<file path="src/verilog/wdc_map.svh">
// Offsets, field positions, reset values and timing counts of the watchdog control block
`ifndef WDC_MAP_SVH
`define WDC_MAP_SVH
`define WDC_OFF_CTRL1      12'h000
`define WDC_OFF_CTRL2      12'h004
`define WDC_OFF_COUNT      12'h008
`define WDC_OFF_TIMEOUT    12'h00C
`define WDC_OFF_IRQ_STAT   12'h010
`define WDC_OFF_IRQ_MASK   12'h014
`define WDC_OFF_STATUS     12'h018
`define WDC_BIT_EN         7
`define WDC_BIT_INT        6
`define WDC_BIT_UPDATE     5
`define WDC_TST_HI         4
`define WDC_TST_LO         3
`define WDC_BIT_DBG        2
`define WDC_BIT_WAIT       1
`define WDC_BIT_STOP       0
`define WDC_CTRL1_RESET    8'h80
`define WDC_TIMEOUT_RESET  16'h0004
`define WDC_FLAG_BIT       6
`define WDC_UNLOCK_KEY1    16'h20C5
`define WDC_UNLOCK_KEY2    16'h28D9
`define WDC_REFRESH_KEY1   16'h02A6
`define WDC_REFRESH_KEY2   16'h80B4
`define WDC_CLK_MHZ        200
`define WDC_DELAY_BUS_CLKS 128
`define WDC_DELAY_CYCLES   8'd128
`define WDC_KEY_GAP_CYCLES 5'd16
`define WDC_OPEN_CYCLES    8'd128
`endif

</file>
<file path="src/verilog/wdc_pkg.sv">
// Types shared by the watchdog control block
package wdc_pkg;
  typedef enum logic [1:0] {
    WDC_RUN,
    WDC_IRQ_WAIT,
    WDC_DELAY,
    WDC_RESET
  } wdc_state_e;
  typedef enum logic [1:0] {
    WDC_TST_OFF,
    WDC_TST_USER,
    WDC_TST_LOW,
    WDC_TST_HIGH
  } wdc_tst_e;
endpackage

</file>
<file path="src/verilog/wdc_cmp_if.sv">
// Counter compare signals between the controller and the compare unit
interface wdc_cmp_if;
  logic [15:0]          count;
  logic [15:0]          timeout;
  wdc_pkg::wdc_tst_e    mode;
  logic                 hit;
  modport ctrl (output count, output timeout, output mode, input hit);
  modport cmp  (input count, input timeout, input mode, output hit);
endinterface

</file>
<file path="src/verilog/wdc_compare.sv">
// Timeout compare unit with byte-wise test modes
module wdc_compare (
  wdc_cmp_if.cmp cmp
);
  always_comb begin
    case (cmp.mode)
      wdc_pkg::WDC_TST_LOW:  cmp.hit = (cmp.count[7:0] == cmp.timeout[7:0]);
      wdc_pkg::WDC_TST_HIGH: cmp.hit = (cmp.count[15:8] == cmp.timeout[15:8]);
      default:               cmp.hit = (cmp.count >= cmp.timeout);
    endcase
  end
endmodule

</file>
<file path="src/verilog/wdc_top.sv">
// Watchdog control register one with counter, unlock and forced-reset sequencing
//
// Our own choice: register access over APB.
`include "wdc_map.svh"

module wdc_top (
  input  wire logic        clock,
  input  wire logic        rst_n,
  input  wire logic        por_n,
  input  wire logic        clkEn,
  input  wire logic        debugMode,
  input  wire logic        waitMode,
  input  wire logic        stopMode,
  input  wire logic        vectorFetch,
  input  wire logic        psel,
  input  wire logic        penable,
  input  wire logic        pwrite,
  input  wire logic [11:0] paddr,
  input  wire logic [31:0] pwdata,
  output logic      [31:0] prdata,
  output logic             pready,
  output logic             pslverr,
  output logic             wdogIrq,
  output logic             forceReset
);
  wdc_cmp_if cmpBus ();
  wdc_compare uCompare (.cmp(cmpBus.cmp));

  logic [7:0]  ctrl1, next_ctrl1;
  logic [1:0]  tst, next_tst;
  logic        configured, next_configured;
  logic        tstWritten, next_tstWritten;
  logic [15:0] counter, next_counter;
  logic [15:0] timeoutVal, next_timeoutVal;
  logic        flag, next_flag;
  logic        irqMask, next_irqMask;
  logic [4:0]  keyGap, next_keyGap;
  logic        keyArmed, next_keyArmed;
  logic [1:0]  keyKind, next_keyKind;
  logic [7:0]  openCnt, next_openCnt;
  logic [7:0]  delayCnt, next_delayCnt;
  logic        resetReq, next_resetReq;
  logic [31:0] readData, next_readData;
  wdc_pkg::wdc_state_e state, next_state;

  logic wrAccess, rdAccess, goodAddr, running, event_, illegal, unlocked;
  logic [7:0] ctrlWr;

  function automatic logic addrOk(input logic [11:0] a);
    addrOk = (a == `WDC_OFF_CTRL1) || (a == `WDC_OFF_CTRL2) || (a == `WDC_OFF_COUNT) ||
             (a == `WDC_OFF_TIMEOUT) || (a == `WDC_OFF_IRQ_STAT) ||
             (a == `WDC_OFF_IRQ_MASK) || (a == `WDC_OFF_STATUS);
  endfunction

  // First word of either two-step key sequence
  function automatic logic firstKey(input logic [15:0] w);
    firstKey = (w == `WDC_UNLOCK_KEY1) || (w == `WDC_REFRESH_KEY1);
  endfunction

  assign pready   = 1'b1;
  assign goodAddr = addrOk(paddr);
  assign pslverr  = psel && penable && !goodAddr;
  assign wrAccess = psel && penable && pwrite && goodAddr && clkEn;
  assign rdAccess = psel && !penable && !pwrite && clkEn;
  assign prdata   = readData;
  assign wdogIrq  = flag && irqMask;
  assign forceReset = resetReq;
  assign ctrlWr   = pwdata[7:0];
  assign unlocked = openCnt != 8'd0;

  // Suspend in low-power and debug modes unless allowed
  assign running = ctrl1[`WDC_BIT_EN] &&
                   !(debugMode && !ctrl1[`WDC_BIT_DBG]) &&
                   !(waitMode && !ctrl1[`WDC_BIT_WAIT]) &&
                   !(stopMode && !ctrl1[`WDC_BIT_STOP]);

  assign cmpBus.count   = counter;
  assign cmpBus.timeout = timeoutVal;
  assign cmpBus.mode    = wdc_pkg::wdc_tst_e'(tst);

  // Reconfiguring while locked, or writing a bad key to the counter
  always_comb begin
    illegal = 1'b0;
    if (wrAccess && (paddr == `WDC_OFF_CTRL1 || paddr == `WDC_OFF_TIMEOUT)) begin
      if (configured && !unlocked) illegal = 1'b1;
    end
    if (wrAccess && paddr == `WDC_OFF_COUNT) begin
      if (!(firstKey(pwdata[15:0]) ||
            (keyArmed && pwdata[15:0] == `WDC_UNLOCK_KEY2 && keyKind == 2'd1) ||
            (keyArmed && pwdata[15:0] == `WDC_REFRESH_KEY2 && keyKind == 2'd2)))
        illegal = 1'b1;
    end
  end

  assign event_ = (running && cmpBus.hit) || illegal;

  always_comb begin
    next_ctrl1         = ctrl1;
    next_tst           = tst;
    next_configured    = configured;
    next_tstWritten    = tstWritten;
    next_counter       = counter;
    next_timeoutVal    = timeoutVal;
    next_flag          = flag;
    next_irqMask       = irqMask;
    next_keyGap        = keyGap;
    next_keyArmed      = keyArmed;
    next_keyKind       = keyKind;
    next_openCnt       = openCnt;
    next_delayCnt      = delayCnt;
    next_resetReq      = resetReq;
    next_state         = state;

    if (running && state == wdc_pkg::WDC_RUN) next_counter = counter + 16'h0001;
    if (unlocked) next_openCnt = openCnt - 8'd1;

    if (keyArmed) begin
      if (keyGap == 5'd0) next_keyArmed = 1'b0;
      else next_keyGap = keyGap - 5'd1;
    end

    if (wrAccess) begin
      case (paddr)
        `WDC_OFF_CTRL1: if (!illegal) begin
          next_ctrl1 = ctrlWr;
          next_configured = 1'b1;
          if (!tstWritten || unlocked) begin
            next_tst = ctrlWr[`WDC_TST_HI:`WDC_TST_LO];
            next_tstWritten = 1'b1;
          end
        end
        `WDC_OFF_TIMEOUT: if (!illegal) next_timeoutVal = pwdata[15:0];
        `WDC_OFF_COUNT: begin
          if (firstKey(pwdata[15:0])) begin
            next_keyArmed = 1'b1;
            next_keyGap   = `WDC_KEY_GAP_CYCLES - 5'd1;
            next_keyKind  = (pwdata[15:0] == `WDC_UNLOCK_KEY1) ? 2'd1 : 2'd2;
          end else if (!illegal) begin
            next_keyArmed = 1'b0;
            if (keyKind == 2'd1 && ctrl1[`WDC_BIT_UPDATE]) next_openCnt = `WDC_OPEN_CYCLES;
            if (keyKind == 2'd2) next_counter = 16'h0000;
          end
        end
        `WDC_OFF_IRQ_STAT: if (pwdata[`WDC_FLAG_BIT]) next_flag = 1'b0;
        `WDC_OFF_IRQ_MASK: next_irqMask = pwdata[`WDC_FLAG_BIT];
        default: ;
      endcase
    end

    case (state)
      wdc_pkg::WDC_RUN: if (event_) begin
        if (ctrl1[`WDC_BIT_INT]) begin
          next_flag  = 1'b1;
          next_state = wdc_pkg::WDC_IRQ_WAIT;
        end else begin
          next_resetReq = 1'b1;
          next_state = wdc_pkg::WDC_RESET;
        end
      end
      wdc_pkg::WDC_IRQ_WAIT: if (vectorFetch) begin
        next_delayCnt = `WDC_DELAY_CYCLES - 8'd1;
        next_state = wdc_pkg::WDC_DELAY;
      end
      wdc_pkg::WDC_DELAY: if (delayCnt == 8'd0) begin
        next_resetReq = 1'b1;
        next_state = wdc_pkg::WDC_RESET;
      end else begin
        next_delayCnt = delayCnt - 8'd1;
      end
      wdc_pkg::WDC_RESET: next_resetReq = 1'b1;
      default: next_state = wdc_pkg::WDC_RUN;
    endcase

  end

  // Read data is latched in the setup cycle and held until the next read
  always_comb begin
    next_readData = readData;
    if (rdAccess) begin
      case (paddr)
        `WDC_OFF_CTRL1: next_readData = {24'h00_0000, ctrl1[7:5], tst, ctrl1[2:0]};
        `WDC_OFF_CTRL2, `WDC_OFF_IRQ_STAT: next_readData = {24'h00_0000, 1'b0, flag, 6'h00};
        `WDC_OFF_COUNT: next_readData = {16'h0000, counter};
        `WDC_OFF_TIMEOUT: next_readData = {16'h0000, timeoutVal};
        `WDC_OFF_IRQ_MASK: next_readData = {24'h00_0000, 1'b0, irqMask, 6'h00};
        `WDC_OFF_STATUS: next_readData = {28'h000_0000, unlocked, configured, state};
        default: next_readData = 32'h0000_0000;
      endcase
    end
  end

  always_ff @(posedge clock or negedge rst_n) begin
    if (!rst_n) begin
      readData <= 32'h0000_0000;
    end else if (clkEn) begin
      readData <= next_readData;
    end
  end

  // Test field is held across all resets except power-on
  always_ff @(posedge clock or negedge por_n) begin
    if (!por_n) begin
      tst        <= 2'b00;
      tstWritten <= 1'b0;
    end else if (clkEn) begin
      tst        <= next_tst;
      tstWritten <= next_tstWritten;
    end
  end

  always_ff @(posedge clock or negedge rst_n) begin
    if (!rst_n) begin
      ctrl1         <= `WDC_CTRL1_RESET;
      configured    <= 1'b0;
      counter       <= 16'h0000;
      timeoutVal    <= `WDC_TIMEOUT_RESET;
      flag          <= 1'b0;
      irqMask       <= 1'b0;
      keyGap        <= 5'd0;
      keyArmed      <= 1'b0;
      keyKind       <= 2'd0;
      openCnt       <= 8'd0;
      delayCnt      <= 8'd0;
      resetReq      <= 1'b0;
      state         <= wdc_pkg::WDC_RUN;
    end else if (clkEn) begin
      ctrl1         <= next_ctrl1;
      configured    <= next_configured;
      counter       <= next_counter;
      timeoutVal    <= next_timeoutVal;
      flag          <= next_flag;
      irqMask       <= next_irqMask;
      keyGap        <= next_keyGap;
      keyArmed      <= next_keyArmed;
      keyKind       <= next_keyKind;
      openCnt       <= next_openCnt;
      delayCnt      <= next_delayCnt;
      resetReq      <= next_resetReq;
      state         <= next_state;
    end
  end
endmodule
</file>
<file path="config.mk">
export PLATFORM = sky130hd
export DESIGN_NAME = wdc_top
export DESIGN_NICKNAME = d
export VERILOG_FILES = /design/src/verilog/wdc_pkg.sv /design/src/verilog/wdc_cmp_if.sv /design/src/verilog/wdc_compare.sv /design/src/verilog/wdc_top.sv
export VERILOG_INCLUDE_DIRS = /design/src /design/src/verilog
export SDC_FILE = /design/constraint.sdc
export NUM_CORES = 1
export LEC_CHECK = 0
export BUFFER_PORTS_ARGS = -buffer_cell sky130_fd_sc_hd__buf_2
export CORE_MARGIN = 5
export CORE_UTILIZATION = 60
export CTS_CLUSTER_SIZE = 8
export DETAILED_ROUTE_END_ITERATION = 16
export HOLD_SLACK_MARGIN = 0.1
export PLACE_DENSITY = 0.85
export SETUP_SLACK_MARGIN = 0.05
export SLEW_MARGIN = 0
export SYNTH_ARGS = -nofsm -noshare
export SYNTH_HDL_FRONTEND = slang
export SYNTH_HIERARCHICAL = 1
export SYNTH_SLANG_ARGS = --single-unit
</file>
<file path="constraint.sdc">
create_clock -name clock -period 5.86 [get_ports clock]
set_clock_uncertainty 0.15 [all_clocks]
set_input_delay 0.586 -clock clock [delete_from_list [all_inputs] [get_ports clock]]
set_output_delay 0.586 -clock clock [all_outputs]
set_load 0.05 [all_outputs]
</file>
==> results.json <==
{
  "status": "finished clean",
  "ys_seq_elements": 87,
  "cp_common_cell": "nor4_4",
  "synth_cells": 528,
  "grt_pass1_vias": 4199,
  "hold_viol_final": 0,
  "critical_path_required_ns": 5.97,
  "clock_sinks": 87,
  "cts_root_buffer": "clkbuf_8",
  "grt_max_degree": 85,
  "cp-end-kind": "flip-flop",
  "hold_class": "in -> async",
  "ios": 91,
  "n_antenna_cell": 0,
  "drive_gt1_share_pct": 21.0,
  "ys_top_cells_by_area": "dfrtp_1, ha_1, mux2_2",
  "dp_hpwl_um": 8880,
  "vias": 4245,
  "synth_edf_count": 0,
  "vias_per_cell": 6.13,
  "fin_setup_tns_ns": 0,
  "postCtsSetupRepairBufs": 0,
  "clk_latency_ns": 0.36,
  "timing.rr.start": "openCnt[0]",
  "layout_common_cells": "dfrtp_1, buf_2, nand2_1, nor2_1, o21ai_0",
  "port_buffers": 57,
  "crit_family": "simple AND/OR/NAND/NOR gates",
  "setup_viol_count_final": 0,
  "rows": 34,
  "power_density_mw_per_mm2": 239,
  "die_w_um": 103,
  "die-height_um": 103,
  "initial_utilization_pct": 60.7,
  "grt_busiest_layer": "met2",
  "crit_chain": "buf_2, or3b_2, nor4_4, nand2_2, nor4_4, o21ai_0, a22o_1",
  "cts_max_level": 3,
  "arrival_ns": 3.51,
  "grt_pass1_wl_um": 20100,
  "avgSynthCellArea_um2": 9.88,
  "grtUsageMet1_pct": 30.5,
  "grt_antenna_before_repair": 0,
  "p_leak_nw": 2.70,
  "p_total_mw": 1.38,
  "cp_num_buf_inv": 1,
  "overflow": 0,
  "cts_buffers": 9,
  "syn2layout_area_growth_pct": 10.9,
  "cp_slowest_stage_delay_ns": 0.76,
  "met2_usage_pct": 41.8,
  "period_minus_slack_ns": 3.40,
  "die_area_mm2": 0.0107,
  "detail-route-antenna-nets": 0,
  "synthesis.area_mm2": 0.00522,
  "rsz0062_at_grt": "no",
  "cts_resized": 0,
  "cap_violations": 0,
  "routabilityCongestion": 0.876,
  "critPathLaunchType": "input port",
  "crit_fanout": 17,
  "final_common_cell": "dfrtp_1",
  "drcViolationCount": 0,
  "grt_usage_pct": 24.1,
  "r2r_slack_ns": 2.69,
  "tightest_slew_ns": 1.06,
  "dr.pass1.iters": 5,
  "tritoncts": "done",
  "max_freq_ghz": 0.294,
  "irDropWorstVdd_v": 0.000196,
  "regToRegEndpoint": "state[1]",
  "yosys_warnings": 6,
  "synthFlopType": "dfrtp_1",
  "clkTransAtPathRegs_ns": 0.09,
  "clock_path_buffers": 2,
  "seq_area_frac_synth_pct": 41.8,
  "yosysTopAreaCell": "dfrtp_1",
  "finalCritPeriodShare_pct": 58.0,
  "core_mm2": 0.00859,
  "yosysUniqueCellTypes": 70,
  "crit_slowest_cell": "nor4_4",
  "drt_iter0_markers": 218,
  "grt_util_met3_pct": 4.02,
  "reg2regPathDepth": 8,
  "slew_headroom_pct": 29.0,
  "crit_type": "in -> reg",
  "layout.nets": 662,
  "drt-total-wl_um": 12100,
  "synthArstFlopShare_pct": 100,
  "final_max_slew_viol_count": 0,
  "synth_top_area_share_pct": 40.8,
  "wl_per_cell_um": 17.4
}
[state kept, by name, indices dropped and copies added (netlist names), 2 cells and up]
signal          flops
ctrl1               6
keyGap              5
state               2
cmpBus.timeout     16
prdata             16
delayCnt            8
cmpBus.count       16
keyKind             2
cmpBus.mode         2
openCnt             8
[cell families (layout without fill, tap and decap cells)]
kind of cell,Yosys count,after routing,synth area share (%)
compound gates,98,98,13.3
xor+xnor,22,22,3.69
fa+ha+maj,27,27,6.47
buf+inv,60,102,5.78
flops,87,87,41.8
mux,30,30,6.35
other cells,2,17,0.144
simple gates,202,202,22.5
[cell usage after synthesis, types with 5 or more instances]
| library cell | number |
|---|---|
| a21o_1 | 5 |
| nand2_1 | 42 |
| mux2_2 | 24 |
| nor4_1 | 7 |
| buf_4 | 18 |
| a222oi_1 | 5 |
| nand3_1 | 22 |
| and4_1 | 6 |
| nand2b_1 | 6 |
| ha_1 | 27 |
| a21oi_1 | 13 |
| inv_1 | 27 |
| nor2b_1 | 6 |
| a22oi_1 | 9 |
| clkbuf_1 | 13 |
| mux2i_1 | 5 |
| xnor2_1 | 6 |
| nor2_1 | 42 |
| and2_1 | 7 |
| o21ai_0 | 29 |
| dfrtp_1 | 85 |
| and3_1 | 6 |
| nand4_1 | 11 |
| xor2_1 | 16 |
| nor3_1 | 10 |
[power by group]
group / internal, mW / switching (mW)
Sequential: 0.628 / 0.0271
Combinational: 0.0633 / 0.110
Clock: 0.339 / 0.217
Total: 1.03 / 0.354
[worst max-delay path by stage]
stage	startpoint	endpoint	cells past startpoint
3_3_place_gp	paddr[3]	openCnt[4]	7
5_1_grt	paddr[3]	openCnt[4]	7
2_1_floorplan	paddr[5]	cmpBus.timeout[11]	6
6_report	paddr[3]	openCnt[4]	7
3_5_place_dp	paddr[3]	openCnt[4]	7
4_1_cts	paddr[3]	openCnt[4]	7
[layer usage]
metal,vias up,routed length [um]
met5,-,0
met2,140,6030
met3,23,738
met4,0,274
li1,1989,-
met1,2093,5020
[metrics by stage]
stage	hold slack [ns]	worst slack [ns]	cell area (um2)	util, %	cells
final	0.246	2.46	5780	67.3	693
after global routing	0.316	2.33	5780	67.3	693
after CTS	0.293	2.52	5780	67.3	693
after detailed placement	0.241	2.12	5500	64.1	676
after global placement	0.239	2.23	5500	64.1	676
after floorplan	0.140	3.09	5270	-	543
[layout make-up]
type | instances | area, um2
fill | 657 | 2810
multi-input combinational | 396 | 2790
sequential | 87 | 2180
timing repair buffer | 59 | 305
clock buffer | 11 | 141
tap | 108 | 135
clock inverter | 5 | 129
inverter | 27 | 101
[repair_timing]
item	4_1_cts	5_1_grt
endpoints found under the setup margin	0	0
endpoints found under the hold margin	3	0
hold buffers	1	0
Power figures use the tool's default switching activity.
